<file path="src/logic/tpg_map.svh">
// constants for the three-phase gate control block
// assumes a 10 MHz clock (100 ns period)
// Function
// - three channels, each high and low gate
// - six-input truth table per channel
// - three-input mode ignores low input
// - dead time 50 to 500 ns (code clamps the setting to 1 to 5 cycles, 100 to 500 ns)
// - dead time from falling to opposite rising
// - handshake: one gate off before other on
// - enable low or fault holds gates off
// - error drives gates low, fault low quickly
// - short enable low pulse clears all faults
// - trip compare only while transistor enabled
// - mode selects limit or latched shutdown
// - limit: off till next cycle, warn 64us
// - active-low open-drain fault and warning outputs
// - gain select low 10, high 40
// - calibration shorts inputs, disconnects load
// - calibration allowed any time
`ifndef TPG_MAP_SVH
`define TPG_MAP_SVH
`define TPG_CLK_NS        100
`define TPG_DT_MIN_NS     50
`define TPG_DT_MAX_NS     500
`define TPG_DT_MIN_CYC    ((`TPG_DT_MIN_NS + `TPG_CLK_NS - 1) / `TPG_CLK_NS)
`define TPG_DT_MAX_CYC    (`TPG_DT_MAX_NS / `TPG_CLK_NS)
`define TPG_ERR_NS        200
`define TPG_ERR_CYC       (`TPG_ERR_NS / `TPG_CLK_NS)
`define TPG_WARN_US       64
`define TPG_WARN_CYC      ((`TPG_WARN_US * 1000) / `TPG_CLK_NS)
`define TPG_QRST_US       10
`define TPG_QRST_CYC      ((`TPG_QRST_US * 1000) / `TPG_CLK_NS)
`define TPG_GAIN_LOW      8'h0A
`define TPG_GAIN_HIGH     8'h28
`endif

</file>
<file path="src/logic/tpg_pkg.sv">
// types for the three-phase gate control block
// assumes tpg_map.svh for numbers
package tpg_pkg;
  typedef struct packed {
    logic [2:0] high;
    logic [2:0] low;
  } tpg_pair_type;
  typedef enum logic [3:0] {
    TPG_OFF     = 4'h1,
    TPG_DEAD    = 4'h2,
    TPG_HIGH_ON = 4'h4,
    TPG_LOW_ON  = 4'h8
  } tpg_state_type;
endpackage

</file>
<file path="src/logic/tpg_gate_control.sv">
// top of the three-phase gate control block
// assumes all pins synchronous to clk; analog parts sit outside
`timescale 1ns/100ps
`include "tpg_map.svh"
module tpg_gate_control (
  input  wire logic                  clk,
  input  wire logic                  arst_n,
  input  wire tpg_pkg::tpg_pair_type pwm_in,
  input  wire logic                  pwm_mode_three,
  input  wire logic                  gate_enable,
  input  wire logic [3:0]            dead_time_set_pin,
  input  wire tpg_pkg::tpg_pair_type trip_level_input,
  input  wire tpg_pkg::tpg_pair_type gate_off_ack,
  input  wire logic                  overcurrent_mode_select,
  input  wire logic                  fault_condition,
  input  wire logic                  overtemp_warning,
  input  wire logic                  gain_select,
  input  wire logic                  offset_cal_select,
  output tpg_pkg::tpg_pair_type      gate_out,
  output logic                       fault_out_n_o,
  output logic                       fault_out_n_oe_n,
  output logic                       warning_out_n_o,
  output logic                       warning_out_n_oe_n,
  output logic [7:0]                 amp_gain,
  output logic                       amp_inputs_shorted,
  output logic                       amp_load_connected,
  output logic                       quick_reset
);
  import tpg_pkg::*;
  logic [2:0]  want_high;
  logic [2:0]  want_low;
  logic [2:0]  trip_ev;
  logic        latch_q;
  logic        block;
  logic [9:0]  warn_cnt_q;
  logic [6:0]  low_cnt_q;
  logic        en_q;
  logic [3:0]  dead_cyc;
  logic        any_edge;
  logic [2:0]  high_q;

  // each channel maps its own inputs; mode pins read as static levels
  always_comb begin
    for (int i = 0; i < 3; i++) begin
      if (pwm_mode_three) begin
        want_high[i] = pwm_in.high[i];
        want_low[i]  = ~pwm_in.high[i];
      end else begin
        want_high[i] = pwm_in.high[i];
        want_low[i]  = pwm_in.low[i];
      end
    end
  end

  // grounded setting gives the minimum; clamp to 1 to 5 cycles (100 to 500 ns) against the documented 50 to 500 ns
  always_comb begin
    if (dead_time_set_pin < 4'(`TPG_DT_MIN_CYC)) begin
      dead_cyc = 4'(`TPG_DT_MIN_CYC);
    end else if (dead_time_set_pin > 4'(`TPG_DT_MAX_CYC)) begin
      dead_cyc = 4'(`TPG_DT_MAX_CYC);
    end else begin
      dead_cyc = dead_time_set_pin;
    end
  end

  assign block = ~gate_enable | fault_condition | latch_q;

  for (genvar c = 0; c < 3; c++) begin : g_ch
    tpg_channel u_ch (
      .clk          (clk),
      .arst_n       (arst_n),
      .want_high    (want_high[c]),
      .want_low     (want_low[c]),
      .block        (block),
      .dead_cyc     (dead_cyc),
      .high_off_ack (gate_off_ack.high[c]),
      .low_off_ack  (gate_off_ack.low[c]),
      .trip_high    (trip_level_input.high[c]),
      .trip_low     (trip_level_input.low[c]),
      .high_gate    (gate_out.high[c]),
      .low_gate     (gate_out.low[c]),
      .trip_event   (trip_ev[c])
    );
  end

  // enable low time measured; a short low pulse is a quick reset
  always_ff @(posedge clk or negedge arst_n) begin
    if (!arst_n) begin
      en_q      <= 1'b0;
      low_cnt_q <= 7'h00;
    end else begin
      en_q <= gate_enable;
      if (gate_enable) begin
        low_cnt_q <= 7'h00;
      end else if (low_cnt_q != 7'h7F) begin
        low_cnt_q <= low_cnt_q + 7'h01;
      end
    end
  end
  assign quick_reset = gate_enable & ~en_q & (low_cnt_q <= 7'(`TPG_QRST_CYC));

  // latched shutdown holds until the enable goes low
  always_ff @(posedge clk or negedge arst_n) begin
    if (!arst_n) begin
      latch_q <= 1'b0;
    end else if (overcurrent_mode_select & (|trip_ev)) begin
      latch_q <= 1'b1;
    end else if (!gate_enable) begin
      latch_q <= 1'b0;
    end
  end

  // warning stretch restarts on a new trip, ends on next pwm cycle
  always_ff @(posedge clk or negedge arst_n) begin
    if (!arst_n) begin
      high_q <= 3'h0;
    end else begin
      high_q <= pwm_in.high;
    end
  end
  assign any_edge = |(pwm_in.high & ~high_q);

  always_ff @(posedge clk or negedge arst_n) begin
    if (!arst_n) begin
      warn_cnt_q <= 10'h000;
    end else if (!overcurrent_mode_select & (|trip_ev)) begin
      warn_cnt_q <= 10'(`TPG_WARN_CYC);
    end else if (any_edge | ~gate_enable) begin
      warn_cnt_q <= 10'h000;
    end else if (warn_cnt_q != 10'h000) begin
      warn_cnt_q <= warn_cnt_q - 10'h001;
    end
  end

  // open drain: only ever drive low, enable is active low while driving
  assign fault_out_n_o      = 1'b0;
  assign fault_out_n_oe_n   = ~(fault_condition | latch_q);
  assign warning_out_n_o    = 1'b0;
  assign warning_out_n_oe_n = ~((warn_cnt_q != 10'h000) | overtemp_warning);

  assign amp_gain           = gain_select ? `TPG_GAIN_HIGH : `TPG_GAIN_LOW;
  // calibration has no interlock with switching by design
  assign amp_inputs_shorted = offset_cal_select;
  assign amp_load_connected = ~offset_cal_select;
endmodule

</file>
<file path="src/logic/tpg_channel.sv">
// one half-bridge channel: dead time, handshake and trip handling
// assumes inputs synchronous to clk and a static dead-time count
`timescale 1ns/100ps
`include "tpg_map.svh"
module tpg_channel (
  input  wire logic       clk,
  input  wire logic       arst_n,
  input  wire logic       want_high,
  input  wire logic       want_low,
  input  wire logic       block,
  input  wire logic [3:0] dead_cyc,
  input  wire logic       high_off_ack,
  input  wire logic       low_off_ack,
  input  wire logic       trip_high,
  input  wire logic       trip_low,
  output logic            high_gate,
  output logic            low_gate,
  output logic            trip_event
);
  import tpg_pkg::*;
  tpg_state_type st_q;
  logic [3:0]    cnt_q;
  logic          next_high_q;
  logic          hi_cut_q;
  logic          lo_cut_q;
  logic          want_high_q;
  logic          want_low_q;
  logic          req_high;
  logic          req_low;
  logic          edge_high;
  logic          edge_low;

  // a new pwm edge on either input starts a new cycle
  assign edge_high = want_high & ~want_high_q;
  assign edge_low  = want_low & ~want_low_q;
  assign req_high  = want_high & ~want_low & ~hi_cut_q;
  assign req_low   = want_low & ~want_high & ~lo_cut_q;

  always_ff @(posedge clk or negedge arst_n) begin
    if (!arst_n) begin
      want_high_q <= 1'b0;
      want_low_q  <= 1'b0;
    end else begin
      want_high_q <= want_high;
      want_low_q  <= want_low;
    end
  end

  // tripped transistor stays off until the next pwm edge
  always_ff @(posedge clk or negedge arst_n) begin
    if (!arst_n) begin
      hi_cut_q <= 1'b0;
      lo_cut_q <= 1'b0;
    end else begin
      // a block (enable low or fault) resets the driver, so the cutoff goes too
      if (trip_high & high_gate) begin
        hi_cut_q <= 1'b1;
      end else if (edge_high | edge_low | block) begin
        hi_cut_q <= 1'b0;
      end
      if (trip_low & low_gate) begin
        lo_cut_q <= 1'b1;
      end else if (edge_high | edge_low | block) begin
        lo_cut_q <= 1'b0;
      end
    end
  end

  // sensing only counts while the gate is on
  assign trip_event = (trip_high & high_gate) | (trip_low & low_gate);

  always_ff @(posedge clk or negedge arst_n) begin
    if (!arst_n) begin
      st_q        <= TPG_OFF;
      cnt_q       <= 4'h0;
      next_high_q <= 1'b0;
    end else if (block) begin
      st_q <= TPG_OFF;
      cnt_q <= 4'h0;
    end else begin
      case (st_q)
        TPG_OFF: begin
          // wait for both gates confirmed off before timing dead time
          if ((req_high | req_low) & high_off_ack & low_off_ack) begin
            st_q        <= TPG_DEAD;
            cnt_q       <= dead_cyc;
            next_high_q <= req_high;
          end
        end
        TPG_DEAD: begin
          if ((next_high_q & ~req_high) | (~next_high_q & ~req_low)) begin
            st_q <= TPG_OFF;
          end else if (cnt_q <= 4'h1) begin
            st_q <= next_high_q ? TPG_HIGH_ON : TPG_LOW_ON;
          end else begin
            cnt_q <= cnt_q - 4'h1;
          end
        end
        TPG_HIGH_ON: begin
          if (!req_high) begin
            st_q <= TPG_OFF;
          end
        end
        TPG_LOW_ON: begin
          if (!req_low) begin
            st_q <= TPG_OFF;
          end
        end
        default: begin
          st_q <= TPG_OFF;
        end
      endcase
    end
  end

  // gates drop combinationally so a block acts at once; a trip acts a cycle later through the registered cutoff
  assign high_gate = (st_q == TPG_HIGH_ON) & req_high & ~block;
  assign low_gate  = (st_q == TPG_LOW_ON) & req_low & ~block;
endmodule

</file>
<file path="config.mk">
export PLATFORM = sky130hd
export DESIGN_NAME = tpg_gate_control
export DESIGN_NICKNAME = d
export VERILOG_FILES = /design/src/logic/tpg_pkg.sv /design/src/logic/tpg_gate_control.sv /design/src/logic/tpg_channel.sv
export VERILOG_INCLUDE_DIRS = /design/src /design/src/logic
export SDC_FILE = /design/constraint.sdc
export NUM_CORES = 1
export LEC_CHECK = 0
export ABC_AREA = 1
export CAP_MARGIN = 20
export CORE_ASPECT_RATIO = 2
export CORE_MARGIN = 10
export CORE_UTILIZATION = 65
export DETAILED_ROUTE_END_ITERATION = 8
export DONT_BUFFER_PORTS = 1
export GPL_ROUTABILITY_DRIVEN = 1
export HOLD_SLACK_MARGIN = 0.08
export PLACE_DENSITY = 0.81
export SETUP_SLACK_MARGIN = 0.02
export SYNTH_ARGS = -nofsm -noshare
export SYNTH_HDL_FRONTEND = slang
export SYNTH_SLANG_ARGS = --single-unit
</file>
<file path="constraint.sdc">
create_clock -name clk -period 3.8 [get_ports clk]
set_input_delay 0.38 -clock clk [delete_from_list [all_inputs] [get_ports clk]]
set_output_delay 0.38 -clock clk [all_outputs]
set_load 0.01 [all_outputs]
</file>
==> out/metrics.csv, run 1 <==
stage;metric;value;unit
critical_path;critPathLaunch;warn_cnt_q[0]$_DFFE_PN0P_;
place;port_buffers;0;
die;die_h;127;um
critical_path;cp.required;3.42;ns
cts;h-tree-depth;3;
final_layout;multiInputGateArea;1880;um2
final_layout;syn_to_final_growth;8.76;%
sta;fin_skew;0.00629;ns
die;num_io_pins;52;
final_layout;postLayoutCoreUtil;0.739;
job;drv_cap;0;
sta;worstMarginPinSlew;0.637;ns
place;dpl-instance-area;3680;um2
final_layout;drive_above_1_share;0.154;
logic_synthesis;avgSynthCellArea;7.58;um2
drt;post_drt_wl_per_cell;14.6;um
place;placed_cells;539;
sta;rsz0062_at_grt;false;
place;dp_hpwl;6140;um
logic_synthesis;synth_warnings;0;
hold_path;hold_start;overcurrent_mode_select;
hold_path;min_path_type;primary input to register;
logic_synthesis;syn_inst;490;
power_and_ir_drop;peakVddDrop;509;uV
sta;fmax;470;MHz
place;gp_congestion;0.943;
power_and_ir_drop;power;2.08;mW
cts;clock_sinks;58;
cts;cts_buffers;9;
die;fp.dieArea;9320;um2
cts;cts_tree;built;
cts;clockBufferDepth;2;
drt;ant_nets;0;
critical_path;crit_arrival;1.75;ns
drt;via_count;3069;
final_layout;final_common_cell;nand2_1;
grt;antenna_found_initial;0;
logic_synthesis;ys_ff_latch;58;
die;num_rows;38;
grt;grt_pass1_vias;3169;
final_layout;num-nets-final;536;
final_layout;seqCellArea;1460;um2
die;die_x;73.4;um
critical_path;reg2reg_from;latch_q$_DFFE_PN0P_;
outcome;status;completed;
grt;grt_start_max_net_pins;59;
final_layout;antenna_cells;0;
sta;slew_violations;0;
sta;setup-tns-final;0;ns
logic_synthesis;synth_edf_count;0;
logic_synthesis;synth_top_cell_area_share;0.371;
sta;relSlewSlack;0.572;
grt;overflow;0;
drt;vias_per_cell;5.47;
logic_synthesis;synth_area_leaders;dfrtp_1 (37%), nand2_1 (9.9%), nor2_1 (6.9%);
drt;drtIter0Drc;154;
drt;drc;0;
logic_synthesis;synth_ff_type;dfrtp_1;
sta;finalHoldViolCount;0;
drt;drt_wl_total;8220;um
drt;dr.pass1.iters;4;
final_layout;final_area;4040;um2
critical_path;crit_fanout;8;
power_and_ir_drop;power.static_leakage;2.08;nW
logic_synthesis;yosysSeqAreaShare;0.392;
power_and_ir_drop;power_density;515;nW/um2
critical_path;crit_path_start_kind;register;
grt;grt_pass1_wl;14000;um
critical_path;cp-end-kind;output port;
critical_path;critPathKind;register to output port;
final_layout;fin_cells;561;
sta;period_minus_slack;2.13;ns
cts;post_cts_resized;0;
final_layout;n_fill_cell;442;
cts;cts_root_buf;clkbuf_8;
cts;insertion_delay;0.35;ns
cts;cts.clk_slew.worst_paths;0.06;ns
grt;grt_usage;0.189;
die;start_util;0.679;
logic_synthesis;syn_area;3710;um2
sta;finalCritPeriodShare;0.560;
sta;setup_viol;0;
die;placeableCoreArea;5470;um2
logic_synthesis;synthArstFlopShare;1.00;
logic_synthesis;synth_cell_types;38;
final_layout;layout_common_cells;nand2_1 (98), nor2_1 (68), inv_1 (66), dfrtp_1 (55), nand3_1 (38);
logic_synthesis;yosys.area.top_type;dfrtp_1;
==> timing repair <==
item,CTS,global route
hold buffers,6,0
buffers inserted,0,0
endpoints found under the hold margin,63,0
==> per-layer routing <==
layer,up-vias,track usage,share of wire
met5,-,0,0
met4,0,0.0882,0.028
met3,15,0.0695,0.066
met2,77,0.334,0.55
met1,1433,0.183,0.35
li1,1544,-,-
==> power by group <==
group / internal (mW) / switching [mW]
sequential: 0.679 / 0.0514
combinational: 0.197 / 0.351
clock: 0.556 / 0.245
==> Yosys cell counts, types with 3 or more instances <==
master,count
inv_2,6
nand3_1,38
a31oi_1,3
nor3_1,6
inv_1,66
nand4_1,5
nor2_4,6
buf_4,16
o21ai_0,18
xor2_1,5
dfstp_2,3
o21ai_1,9
ha_1,9
nor2_2,10
nand2_1,98
nor2_1,68
o22ai_1,8
xnor2_1,6
dfrtp_1,55
a21oi_1,8
nand2_2,18
nand2_4,8
==> critical path, cell delays in order (launching register included) <==
cell and delay (ns):
dfrtp_1 0.36, inv_1 0.11, ha_1 0.21, nand2_1 0.08, nor2_1 0.17, nand2_1 0.21
nor2_1 0.25
==> flip-flops by register name, summed over array words and instances (netlist names) <==
name	count
low_cnt_q	7
g_ch.u_ch.st_q	12
latch_q	1
high_q	3
g_ch.u_ch.hi_cut_q	3
g_ch.u_ch.want_low_q	3
g_ch.u_ch.cnt_q	12
en_q	1
warn_cnt_q	10
g_ch.u_ch.next_high_q	3
g_ch.u_ch.lo_cut_q	3
==> kinds of logic after synthesis <==
group           count (synthesis)  share of synthesized area
other cells                     2                    0.00202
xor+xnor                       11                     0.0259
buf+inv                        89                      0.109
compound gates                 53                     0.0839
flops                          58                      0.392
fa+ha+maj                       9                     0.0303
simple gates                  268                      0.357
==> through the flow <==
stage	worst slack, ns	hold WS [ns]
final	1.67	0.147
after detailed placement	2.00	0.0862
after CTS	1.65	0.135
after floorplan	2.21	0.0844
after global routing	1.50	0.152
after global placement	2.03	0.0861
==> area by class of cell <==
cell class / instances / area share
clock buffers: 12 / 0.0409
clock inverters: 4 / 0.0297
inverters: 72 / 0.0669
multi-input cells: 349 / 0.464
flip-flops and latches: 58 / 0.360
well taps: 60 / 0.0186
repair buffers: 6 / 0.0192
==> worst paths after layout <==
kind | end | slack (ns) | cells after the start
min reg2reg | g_ch[2].u_ch.hi_cut_q$_DFFE_PN0P_ | 0.47 | 2
min | latch_q$_DFFE_PN0P_ | 0.15 | 2
max reg2reg | warn_cnt_q[2]$_DFFE_PN0P_ | 2.02 | 10
min in group asynchronous | low_cnt_q[4]$_DFFE_PN0P_ | 0.56 | 2
max in group asynchronous | g_ch[0].u_ch.st_q[0]$_DFFE_PN1P_ | 2.93 | 2
max | warning_out_n_oe_n | 1.67 | 6
Power figures use the tool's default switching activity.
==> run 2: changes to the inputs <==
- ABC_AREA: 1 -> 0
- CORE_UTILIZATION: 65 -> 64
- PLACE_DENSITY: 0.81 -> 0.8
- clock period: 3.8 -> 2.1 ns (I/O delays scaled with it)
==> run 2 against run 1 <==
Compared with the run above: the run now ends with setup timing left; setup slack got worse by 1.7 ns; synthesized cell count decreased by 17%; clock skew increased by 0.0026 ns; wire length increased by 17%.
==> out/metrics.csv, run 2 <==
stage;metric;value;unit;change
critical_path;cp_slowest_stage_delay;0.41;ns;+0.05 ns
place;dpl_worst_slack;0.0856;ns;-1.91 ns
sta;fmax;464;MHz;
critical_path;crit_arrival;1.95;ns;+0.20 ns
grt;grt_usage;0.205;;+0.0164
logic_synthesis;synthXorXnorAreaFrac;0.0194;;-0.00653
final_layout;postLayoutCoreUtil;0.764;;+0.0249
drt;via_count;3258;;+6.2%
logic_synthesis;syn_area;3610;um2;-2.8%
final_layout;final_common_cell;dfrtp_1;;
critical_path;cp-end-kind;output port;;
critical_path;crit_slowest_cell;or3b_4;;
logic_synthesis;ys_ff_latch;58;;unchanged
sta;period_minus_slack;2.16;ns;
cts;clockBufferDepth;2;;unchanged
logic_synthesis;yosysMostFrequentCell;dfrtp_1;;
sta;finalCritPeriodShare;1.03;;
power_and_ir_drop;power_density;908;nW/um2;+77%
die;num_io_pins;52;;unchanged
sta;worstMarginPinSlew;0.691;ns;+0.0543 ns
critical_path;reg2reg_from;g_ch[2].u_ch.lo_cut_q$_DFFE_PN0P_;;
final_layout;largestRegisters;g_ch.u_ch.cnt_q (12), g_ch.u_ch.st_q (12), warn_cnt_q (10);;
sta;fin_skew;0.00886;ns;+0.00257 ns
cts;cts_tree;built;;
logic_synthesis;synthSimpleGateAreaFrac;0.272;;-0.0851
logic_synthesis;synth_compound_area_frac;0.195;;+0.111
cts;h-tree-depth;3;;unchanged
critical_path;cp.required;1.89;ns;-1.53 ns
place;port_buffers;0;;unchanged
hold_path;min_path_cells;2;;unchanged
power_and_ir_drop;peakVddDrop;1130;uV;+120%
outcome;violations;setup timing;;
grt;grt_pass1_vias;3343;;+5.5%
sta;layout_setup_ws;-0.0556;ns;-1.73 ns
drt;post_drt_wl_per_cell;19.1;um;+30%
final_layout;num-nets-final;479;;-11%
drt;drc;0;;unchanged
die;start_util;0.660;;-0.0190
final_layout;final_area;4180;um2;+3.4%
place;gp_congestion;0.879;;-6.8%
logic_synthesis;synth_warnings;0;;unchanged
drt;drtIter0Drc;181;;+18%
logic_synthesis;avgSynthCellArea;8.87;um2;+17%
logic_synthesis;synth-adder-area-share;0.0312;;+0.000872
grt;antenna_found_initial;0;;unchanged
logic_synthesis;yosys-top-cells-count;dfrtp_1 (55), nor2_1 (46), nand2_1 (26);;
drt;drt_wl_total;9610;um;+17%
critical_path;critPathLaunch;latch_q$_DFFE_PN0P_;;
final_layout;layout_common_cells;dfrtp_1 (55), nor2_1 (42), nand2_1 (26), inv_1 (24), a21oi_1 (23);;
cts;cts_root_buf;clkbuf_8;;
logic_synthesis;synth_mux_area_frac;0.00901;;+0.00901
outcome;status;finished, violations left;;
critical_path;r2r_slack;0.05;ns;-1.97 ns
power_and_ir_drop;power.static_leakage;1.85;nW;-11%
power_and_ir_drop;power;3.79;mW;+82%
job;drv_cap;0;;unchanged
final_layout;drive_above_1_share;0.153;;-0.000539
logic_synthesis;synth_top_cell_area_share;0.381;;+0.0107
sta;slew_violations;0;;unchanged
cts;insertion_delay;0.34;ns;about the same
logic_synthesis;synthArstFlopShare;1.00;;unchanged
drt;vias_per_cell;6.46;;+18%
place;dpl-instance-area;3700;um2;+0.68%
critical_path;rr_endpoint;warn_cnt_q[1]$_DFFE_PN0P_;;
die;die_x;73.1;um;-0.46%
logic_synthesis;synth_area_leaders;dfrtp_1 (38%), nor2_1 (4.8%), buf_4 (3.3%);;
die;num_rows;38;;unchanged
place;dp_hpwl;6920;um;+13%
final_layout;syn_to_final_growth;15.7;%;
final_layout;n_fill_cell;412;;-6.8%
logic_synthesis;synth_edf_count;0;;unchanged
hold_path;min_path_type;primary input to register;;
cts;cts_buffers;9;;unchanged
grt;overflow;0;;unchanged
logic_synthesis;syn_inst;407;;-17%
critical_path;crit_path_start_kind;register;;
die;die_h;126;um;-0.54%
logic_synthesis;synth_top_family_by_area;simple AND/OR/NAND/NOR gates;;
sta;rsz0062_at_grt;true;;
die;placeableCoreArea;5470;um2;unchanged
drt;dr.pass1.iters;5;;+1
drt;ant_nets;0;;unchanged
logic_synthesis;synth_ff_type;dfrtp_1;;
critical_path;worstPathCellList;or3b_4, or3_4, nor4_4, buf_4;;
final_layout;antenna_cells;0;;unchanged
grt;grt_start_max_net_pins;59;;unchanged
sta;setup_viol;2;;+2
logic_synthesis;yosys.area.top_type;dfrtp_1;;
sta;relSlewSlack;0.533;;-0.0389
grt;grt_pass1_wl;15200;um;+8.3%
logic_synthesis;synth_cell_types;69;;+82%
hold_path;hold_end;g_ch[1].u_ch.want_low_q$_DFF_PN0_;;
critical_path;crit_fanout;4;;-4
cts;cts.clk_slew.worst_paths;0.07;ns;about the same
logic_synthesis;yosysSeqAreaShare;0.403;;+0.0113
sta;finalHoldViolCount;0;;unchanged
die;fp.dieArea;9230;um2;-1.0%
cts;clock_sinks;58;;unchanged
hold_path;hold_start;pwm_in[1];;
critical_path;critPathKind;register to output port;;
critical_path;reg2regPathDepth;6;;-4
-- run 2: critical path, delay by kind of cell (launching register included) --
family        cells  cell delay (ns)
buf+inv           1             0.18
flops             1             0.38
simple gates      3             1.06
-- run 2: repair_timing --
item / CTS / global route
pin swaps: 0 / 3
setup buffers: 0 / 4
hold buffers: 14 / 0
endpoints found under the hold margin: 79 / 0
setup endpoints to repair: 5 / 18
resized for setup: 3 / 14
-- run 2: worst max path at each step --
stage	to	slack, ns	cells after the start
floorplan	gate_out[2]	0.26	5
global placement	warn_cnt_q[1]$_DFFE_PN0P_	0.15	6
detailed placement	warn_cnt_q[1]$_DFFE_PN0P_	0.09	6
CTS	gate_out[2]	-0.11	4
global route	gate_out[2]	-0.12	4
finish	gate_out[2]	-0.06	4
-- run 2: metrics by stage --
step,setup TNS [ns],instances,hold WS [ns]
3_5_place_dp,0,470,-0.0834
3_3_place_gp,0,470,-0.0837
6_report,-0.0589,504,0.0962
2_1_floorplan,0,413,-0.0856
5_1_grt,-0.563,504,0.105
4_1_cts,-0.263,500,0.0918
-- run 2: logic make-up (layout without fill, tap and decap cells) --
group                    after synthesis  in the layout
multiplexers                           3              3
buffers and inverters                 47             78
AO/OA/AOI/OAI                        103            103
XOR/XNOR                               8              8
adder cells (fa/ha/maj)                9              9
AND/OR/NAND/NOR                      177            177
flip-flops                            58             58
other                                  2              8
-- run 2: cell type report --
type	count	area [um2]	area share
Clock inverter	5	52.6	0.0126
Timing Repair Buffer	38	360	0.0863
Sequential cell	58	1460	0.349
Multi-Input combinational cell	308	1990	0.477
Clock buffer	11	151	0.0363
Inverter	24	90.1	0.0216
Tap cell	60	75.1	0.0180
-- run 2: layer usage --
layer / global-route usage / share of wire / vias to the layer above
li1: - / - / 1525
met1: 0.188 / 0.33 / 1569
met2: 0.363 / 0.55 / 123
met3: 0.0637 / 0.068 / 41
met4: 0.136 / 0.052 / 0
met5: 0 / 0 / -
-- run 2: report_power, final --
part           switching [mW]  total [mW]  leakage [nW]  internal, mW
Sequential              0.149        1.38         0.772          1.23
Clock                   0.441        1.05         0.105         0.605
Combinational           0.786        1.36         0.973         0.578
